<file path="src/include/apr_pkg.sv">
// Purpose: shared constants and types for the adc power and reset control
// Assumes: 50 MHz system clock, four conversion channels, 12-bit codes
// Notes:   times are kept in their own unit; cycle counts derive from them
package apr_pkg;
  localparam int          CLK_MHZ        = 50;
  localparam int          NUM_CH         = 4;
  localparam int          CODE_W         = 12;
  // clock monitor limits
  localparam int          STOP_NS        = 300;
  localparam int          MIN_FREQ_KHZ   = 3000;
  // stop: longest time rounds down
  localparam int          STOP_CYC       = (STOP_NS * CLK_MHZ) / 1000;
  // slowest allowed period in system cycles (rounded down)
  localparam int          SLOW_CYC       = (CLK_MHZ * 1000) / MIN_FREQ_KHZ;
  localparam int          MON_W          = 8;
  localparam logic [MON_W-1:0] STOP_LIM  = MON_W'(STOP_CYC);
  localparam logic [MON_W-1:0] SLOW_LIM  = MON_W'(SLOW_CYC);
  // serial clock generation: bit clock 12x, frame clock 1x, derived here
  localparam int          BIT_DIV        = 2;
  localparam int          FRAME_BITS     = 6;
  localparam logic [2:0]  FRAME_HALF     = 3'(FRAME_BITS - 1);
  // reset values of configuration
  localparam logic [NUM_CH-1:0] CH_PD_RST = 4'h0;
  localparam logic [CODE_W-1:0] ZERO_CODE = 12'h000;
  localparam logic [NUM_CH*CODE_W-1:0] ZERO_CODE_ALL = 48'h000000000000;

  typedef enum logic [1:0] {
    APR_RUN     = 2'b00,
    APR_PARTIAL = 2'b01,
    APR_GLOBAL  = 2'b11
  } apr_state_type;
endpackage : apr_pkg

</file>
<file path="src/include/apr_mon_if.sv">
// Purpose: carries clock monitor results between monitor and controller
// Assumes: single system clock domain
// Notes:   monitor drives, controller reads
`timescale 1ns/100ps
interface apr_mon_if;
  logic clk_bad;   // stop or too slow detected
  logic edge_seen; // synchronised rising edge of the sample clock
  modport mon (output clk_bad, output edge_seen);
  modport ctl (input clk_bad, input edge_seen);
endinterface : apr_mon_if

</file>
<file path="src/rtl/apr_clk_monitor.sv">
// Purpose: watches the sampling clock for stop or low frequency
// Assumes: sample clock sampled by the 50 MHz system clock
// Notes:   limit is the wider of stop time and slowest period
`timescale 1ns/100ps
module apr_clk_monitor
  import apr_pkg::*;
(
  input  wire logic clk,        // system clock
  input  wire logic rst_n,      // synchronous reset, active low
  input  wire logic sample_clk, // sampling clock level
  apr_mon_if.mon    mon         // monitor results
);
  logic [2:0]       sync_reg;
  logic [MON_W-1:0] cnt_reg;
  logic [MON_W-1:0] cnt_next;
  logic             bad_reg;
  logic             rise;
  logic [MON_W-1:0] lim;

  // stop and slow both show as too long between edges
  assign lim      = (STOP_LIM > SLOW_LIM) ? STOP_LIM : SLOW_LIM;
  assign rise     = sync_reg[1] & ~sync_reg[2];
  assign cnt_next = rise ? '0 :
                    (cnt_reg == lim) ? cnt_reg : cnt_reg + 1'b1;

  // first stage read only by the second
  always_ff @(posedge clk) begin
    if (!rst_n) begin
      sync_reg <= 3'h0;
      cnt_reg  <= '0;
      bad_reg  <= 1'b0;
    end else begin
      sync_reg <= {sync_reg[1:0], sample_clk};
      cnt_reg  <= cnt_next;
      bad_reg  <= (cnt_next == lim);
    end
  end

  assign mon.clk_bad   = bad_reg;
  assign mon.edge_seen = rise;
endmodule : apr_clk_monitor

</file>
<file path="src/rtl/apr_power_reset_ctrl.sv">
// Purpose: power-down, clock-stop supervision and reset control
// Assumes: controller drives power_down_pin, rst_n and the sampling clock
// Notes:   analog enables are plain level outputs toward the analog blocks
//
// Summary of operation
// - power_down_pin high puts the device in global power-down.
// - global power-down turns off reference, clock circuitry, channels.
// - global power-down tri-states all serial output drivers.
// - each channel powers down alone via its configuration bits.
// - clock stopped over 300 ns or below 3 MHz gives partial power-down.
// - reset returns every configuration register to 0.
// - during reset every channel sends an all-zero code.
// - bit and frame clocks keep toggling through reset.
`timescale 1ns/100ps
module apr_power_reset_ctrl
  import apr_pkg::*;
(
  input  wire logic                    clk,            // system clock
  input  wire logic                    rst_n,          // sync reset, low
  input  wire logic                    power_down_pin, // pin, high = off
  input  wire logic                    sample_clock_in,// sampling clock
  input  wire logic                    cfg_wr,         // config write
  input  wire logic [apr_pkg::NUM_CH-1:0] cfg_ch_pd,   // per-channel off
  input  wire logic [apr_pkg::NUM_CH*apr_pkg::CODE_W-1:0] adc_code,
                                                       // channel codes
  output logic                         ref_en,         // reference on
  output logic                         clk_circ_en,    // clock circuits on
  output logic [apr_pkg::NUM_CH-1:0]   ch_en,          // channel enables
  output logic [apr_pkg::NUM_CH-1:0]   lvds_oe,        // data driver on
  output logic                         clk_out_oe,     // clock drivers on
  output logic [apr_pkg::NUM_CH*apr_pkg::CODE_W-1:0] out_code,
                                                       // codes to serializer
  output logic                         serial_bit_clock_out, // 12x clock
  output logic                         frame_clock_out,// 1x clock
  output logic                         partial_pd,     // partial power-down
  output logic                         global_pd       // global power-down
);
  // monitor results travel in their own bundle
  apr_mon_if mon_if ();

  // pin synchroniser
  logic [1:0]               pd_sync_reg;
  logic                     pd_level;

  // channel configuration
  logic [NUM_CH-1:0]        ch_pd_reg;
  logic [NUM_CH-1:0]        ch_pd_next;

  // mode state and its decodes
  apr_state_type            state_reg;
  apr_state_type            state_next;
  logic                     running;
  logic                     next_run;
  logic                     next_global;
  logic                     next_partial;

  // registered enables toward the analog side and the drivers
  logic                     ref_en_reg;
  logic                     ref_en_next;
  logic                     clk_en_reg;
  logic                     clk_en_next;
  logic [NUM_CH-1:0]        ch_en_reg;
  logic [NUM_CH-1:0]        ch_en_next;
  logic [NUM_CH-1:0]        oe_reg;
  logic [NUM_CH-1:0]        oe_next;
  logic                     clk_oe_reg;
  logic                     clk_oe_next;

  // registered mode flags, so the flag outputs come from flops
  logic                     part_reg;
  logic                     glob_reg;

  // data path toward the serializer
  logic [NUM_CH*CODE_W-1:0] code_reg;
  logic [NUM_CH*CODE_W-1:0] code_next;

  // free-running output clocks; start values stand in for a reset,
  // since rst_n must not touch them
  logic                     bit_reg   = 1'b0;
  logic                     bit_next;
  logic [2:0]               fcnt_reg  = 3'h0;
  logic [2:0]               fcnt_next;
  logic                     frame_reg = 1'b0;
  logic                     frame_next;
  logic                     frame_wrap;

  // true when no power-down mode holds; channels still follow their configuration bits
  function automatic logic mode_is_run(input apr_state_type s);
    return (s == APR_RUN);
  endfunction : mode_is_run

  // true when the pin has taken the whole device down
  function automatic logic mode_is_global(input apr_state_type s);
    return (s == APR_GLOBAL);
  endfunction : mode_is_global

  // true when only the clock monitor has shut things down
  function automatic logic mode_is_partial(input apr_state_type s);
    return (s == APR_PARTIAL);
  endfunction : mode_is_partial

  // clock monitor on the synchronised sampling clock
  apr_clk_monitor u_mon (
    .clk        (clk),
    .rst_n      (rst_n),
    .sample_clk (sample_clock_in),
    .mon        (mon_if.mon)
  );

  // pin passes two flops before use; a pure delay, so no reset
  always_ff @(posedge clk) begin
    pd_sync_reg <= {pd_sync_reg[0], power_down_pin};
  end
  assign pd_level = pd_sync_reg[1];

  // mode selection; global outranks partial, so a clock stop seen
  // during power-down is ignored until the pin lets go
  always_comb begin
    case (state_reg)
      APR_RUN: begin
        if (pd_level) begin
          state_next = APR_GLOBAL;
        end else if (mon_if.clk_bad) begin
          state_next = APR_PARTIAL;
        end else begin
          state_next = APR_RUN;
        end
      end
      APR_PARTIAL: begin
        if (pd_level) begin
          state_next = APR_GLOBAL;
        end else if (mon_if.clk_bad) begin
          state_next = APR_PARTIAL;
        end else begin
          state_next = APR_RUN;
        end
      end
      APR_GLOBAL: begin
        state_next = pd_level ? APR_GLOBAL : APR_RUN;
      end
      default: begin
        state_next = APR_GLOBAL;
      end
    endcase
  end

  // configuration keeps its value until written; reset clears it
  assign ch_pd_next   = cfg_wr ? cfg_ch_pd : ch_pd_reg;

  // mode decodes, shared by enables, flags and the data path
  assign running      = mode_is_run(state_reg);
  assign next_run     = mode_is_run(state_next);
  assign next_global  = mode_is_global(state_next);
  assign next_partial = mode_is_partial(state_next);

  // enables decode the coming mode, so enables and mode flags change
  // on the same edge and never disagree for a cycle
  assign ref_en_next  = !next_global;
  assign clk_en_next  = next_run;
  assign ch_en_next   = next_run ? ~ch_pd_next : '0;
  assign oe_next      = next_global ? '0 : '1;
  assign clk_oe_next  = !next_global;

  // zero code unless running with the channel on; reset adds its own
  // clear below, so zeros also stand during reset
  genvar g;
  generate
    for (g = 0; g < NUM_CH; g++) begin : g_ch
      assign code_next[g*CODE_W +: CODE_W] =
        (running && !ch_pd_reg[g]) ? adc_code[g*CODE_W +: CODE_W]
                                   : ZERO_CODE;
    end
  endgenerate

  // state and configuration
  always_ff @(posedge clk) begin
    if (!rst_n) begin
      state_reg <= APR_RUN;
      ch_pd_reg <= CH_PD_RST;
    end else begin
      state_reg <= state_next;
      ch_pd_reg <= ch_pd_next;
    end
  end

  // analog enables; on during reset, as the configuration is cleared
  always_ff @(posedge clk) begin
    if (!rst_n) begin
      ref_en_reg <= 1'b1;
      clk_en_reg <= 1'b1;
      ch_en_reg  <= '1;
    end else begin
      ref_en_reg <= ref_en_next;
      clk_en_reg <= clk_en_next;
      ch_en_reg  <= ch_en_next;
    end
  end

  // driver enables; only global power-down floats the outputs
  always_ff @(posedge clk) begin
    if (!rst_n) begin
      oe_reg     <= '1;
      clk_oe_reg <= 1'b1;
    end else begin
      oe_reg     <= oe_next;
      clk_oe_reg <= clk_oe_next;
    end
  end

  // mode flags track state_reg exactly, one flop each
  always_ff @(posedge clk) begin
    if (!rst_n) begin
      part_reg <= 1'b0;
      glob_reg <= 1'b0;
    end else begin
      part_reg <= next_partial;
      glob_reg <= next_global;
    end
  end

  // output codes
  always_ff @(posedge clk) begin
    if (!rst_n) begin
      code_reg <= ZERO_CODE_ALL;
    end else begin
      code_reg <= code_next;
    end
  end

  // bit clock toggles every edge; frame counter steps on its high half
  assign bit_next   = ~bit_reg;
  assign frame_wrap = bit_reg && (fcnt_reg == FRAME_HALF);
  assign fcnt_next  = !bit_reg ? fcnt_reg :
                      (frame_wrap ? 3'h0 : fcnt_reg + 3'h1);
  assign frame_next = frame_wrap ? ~frame_reg : frame_reg;

  // output clocks ignore rst_n so they keep running through reset
  always_ff @(posedge clk) begin
    bit_reg   <= bit_next;
    fcnt_reg  <= fcnt_next;
    frame_reg <= frame_next;
  end

  // every output straight from its flop
  assign ref_en               = ref_en_reg;
  assign clk_circ_en          = clk_en_reg;
  assign ch_en                = ch_en_reg;
  assign lvds_oe              = oe_reg;
  assign clk_out_oe           = clk_oe_reg;
  assign out_code             = code_reg;
  assign serial_bit_clock_out = bit_reg;
  assign frame_clock_out      = frame_reg;
  assign partial_pd           = part_reg;
  assign global_pd            = glob_reg;
endmodule : apr_power_reset_ctrl

</file>
<file path="config.mk">
export PLATFORM = sky130hd
export DESIGN_NAME = apr_power_reset_ctrl
export DESIGN_NICKNAME = d
export VERILOG_FILES = /design/src/include/apr_pkg.sv /design/src/include/apr_mon_if.sv /design/src/rtl/apr_clk_monitor.sv /design/src/rtl/apr_power_reset_ctrl.sv
export SDC_FILE = /design/constraint.sdc
export NUM_CORES = 1
export LEC_CHECK = 0
export ABC_AREA = 1
export BUFFER_PORTS_ARGS = -buffer_cell sky130_fd_sc_hd__buf_2
export CAP_MARGIN = 25
export CORE_AREA = 5 5 88 90
export DETAILED_ROUTE_END_ITERATION = 10
export DIE_AREA = 0 0 93 95
export GPL_ROUTABILITY_DRIVEN = 0
export HOLD_SLACK_MARGIN = 0.03
export PLACE_DENSITY = 0.75
export SYNTH_ARGS = -nofsm -noshare
export SYNTH_HDL_FRONTEND = slang
export SYNTH_SLANG_ARGS = --single-unit
</file>
<file path="constraint.sdc">
create_clock -name clk -period 1.24 [get_ports clk]
set_input_delay 0.124 -clock clk [delete_from_list [all_inputs] [get_ports clk]]
set_output_delay 0.124 -clock clk [all_outputs]
set_load 0.005 [all_outputs]
</file>
==> flow_summary.ini <==
[timing]
setup_viol = 2
worst_slack_ns = -0.0725
post-route-min-period_ns = 1.31
rsz0062_at_grt = yes
tns_ns = -0.0784
report.final.slew_viol_count = 0
finClkSkew_ns = 0.0125
fmax_ghz = 0.762
hold_viol = 0
tightestPinTransition_ns = 0.298
min_period_over_period_pct = 106
relSlewSlack_pct = 80.0

[layout]
drive_gt1_share_pct = 43.2
num_antenna_cells = 0
largest_reg_flops = 48
final_cell_area_sq_um = 4240
nets = 549
area_growth_pct = 50.4
final_core_utilization_pct = 60.7
fillers = 611

[logic_synthesis]
yosysSeqAreaShare_pct = 59.0
yosysUniqueCellTypes = 26
ys_async_sr_fraction_pct = 0
synth_warnings = 0
synthMostInstantiatedCell = dfxtp_1
synthesis.area_sq_um = 2820
syn_area_per_cell_sq_um = 9.15
synthTopCellsByCount = 77 x dfxtp_1, 75 x inv_1, 35 x nor2_2
ys_ff_latch = 81
syn-instance-count = 308
synth_edf_count = 4
synth_top_area_share_pct = 54.7
yosysTopAreaCell = dfxtp_1
yosys-top-cells-area = dfxtp_1 55%, inv_1 10%, nor2_2 7.8%
syn-num-nets = 369
ys.flop_type = dfxtp_1

[hold_path]
worstHoldStart = rst_n
min_path_cells = 3
hold_end = u_mon.cnt_reg[1]
min_path_type = in -> reg

[worst_setup_path]
reg2reg_depth = 8
slowest_stage = dfxtp_2
crit_path_max_fanout = 3
r2r_slack_ns = -0.07
cp.required_ns = 1.48
start_kind = flip-flop
critPathLaunch = u_mon.cnt_reg[1]
crit_chain = inv_2 -> ha_4 -> nor3b_4 -> nand2_2 -> nand2_1 -> nand3_2 -> nand3_1 -> nor2_1
critPathMaxStageDelay_ns = 0.34
r2r-start = u_mon.cnt_reg[1]
r2r_end = u_mon.mon.clk_bad
critPathKind = reg -> reg
cp.arrival_ns = 1.55
worst_setup_path_end_kind = flip-flop

[global_routing]
antenna_found_initial = 0
grt_pass1_vias = 2358
grt_pass1_wl_um = 10000
grt_max_degree = 15
overflow = 0
track_usage_pct = 14.6

[placement]
hpwlAfterDp_um = 4320
place_ws_ns = -0.0719
dpl_cell_area_sq_um = 3480
portBuffers = 119

[power]
power_density_nw_per_um2 = 1200
ir_drop_mv = 0.769
leakagePower_nw = 2.26
power_mw = 5.10

[floorplanning]
start_util_pct = 40.4
die_height_um = 95
die_w_um = 93
design.die.area_sq_um = 8840
fp-row-count = 31
core_sq_um = 6980
io_pins = 120

[clocking]
cts.sinks = 81
clock_latency_ns = 0.33
clockBufferDepth = 2
cts_buffers = 9
htreeDepth = 3
cts_tree = done
cts-root-buf = clkbuf_8
clkTransAtPathRegs_ns = 0.08

[status]
outcome = finished, violations left
violations = negative setup slack

[detailed_routing]
wl_per_cell_um = 11.5
postRouteAntennaNets = 0
routed_wl_um = 6600
drtIter0Drc = 72
drc = 0
route.vias.total = 2382
vias_per_cell = 4.14
firstDrtPassIters = 4

[run]
maxCapViolations = 0
-- worst max-delay path by stage --
stage | end | slack, ns | cells past startpoint
global placement | u_mon.mon.clk_bad | 0.02 | 9
finish | u_mon.mon.clk_bad | -0.07 | 8
detailed placement | u_mon.mon.clk_bad | -0.07 | 9
global route | u_mon.mon.clk_bad | -0.16 | 8
floorplan | u_mon.mon.clk_bad | 0.03 | 9
CTS | u_mon.mon.clk_bad | -0.04 | 9
-- cell families (layout without fill, tap and decap cells) --
family / Yosys count / after routing / synth area share, %
and+or+nand+nor: 122 / 122 / 23.0
buffers and inverters: 88 / 273 / 13.6
DFF: 81 / 81 / 59.0
AOI/OAI and AO/OA: 12 / 12 / 2.35
adders and majority gates: 4 / 4 / 1.78
xor gates and xnor gates: 1 / 1 / 0.311
-- routing by layer --
layer / track usage (%) / wire length (um) / vias to the layer above
li1: - / - / 1239
met1: 15.3 / 2590 / 1055
met2: 26.6 / 3460 / 75
met3: 3.75 / 410 / 13
met4: 7.81 / 145 / 0
met5: 0 / 0 / -
-- report_power, final --
group	leakage, nW	total, mW	switching, mW	internal, mW
clock network	0.0870	1.65	0.920	0.732
registers	0.680	2.79	0.0431	2.74
logic	1.49	0.659	0.305	0.355
-- per-stage QoR --
stage / hold slack, ns / cells
after floorplan: 0.152 / 308
after global placement: 0.229 / 505
after detailed placement: 0.228 / 505
after CTS: 0.100 / 573
after global routing: 0.112 / 575
final: 0.105 / 575
-- cell usage in the layout (no fill, tap or decap), types with 2 or more instances in the layout --
cell type,n
inv_2,5
buf_4,9
nor2_1,32
clkbuf_8,9
ha_2,2
dfxtp_1,74
nand2_2,7
inv_1,71
dlygate4sd3_1,50
dfxtp_2,3
nand3_1,10
o21ai_0,5
clkinv_1,2
clkinv_2,2
edfxtp_1,4
a21oi_1,4
nand3_2,3
nand2_1,21
nor2_2,37
or2_2,2
nand2_4,4
buf_2,119
-- what timing repair did --
| item | in CTS | in global routing |
|---|---|---|
| buffers inserted | 2 | 2 |
| hold endpoints to repair | 50 | 0 |
| setup endpoints to repair | 3 | 13 |
| gates resized for setup | 7 | 10 |
| pin swaps | 3 | 5 |
| hold buffers | 50 | 0 |
-- cell type report --
class | count | area (sq um) | area share (%)
Clock buffer | 10 | 128 | 3.01
Inverter | 78 | 293 | 6.91
Sequential cell | 81 | 1670 | 39.3
Multi-Input combinational cell | 139 | 823 | 19.4
Clock inverter | 6 | 41.3 | 0.975
Tap cell | 82 | 103 | 2.42
Timing Repair Buffer | 179 | 1180 | 27.9
-- critical path, delay by kind of cell, from the launching register on --
| kind | cells | cell delay [ns] |
|---|---|---|
| fa+ha+maj | 1 | 0.12 |
| buf+inv | 1 | 0.07 |
| flops | 1 | 0.34 |
| simple gates | 6 | 0.69 |
(Power assumes the default switching activity.)
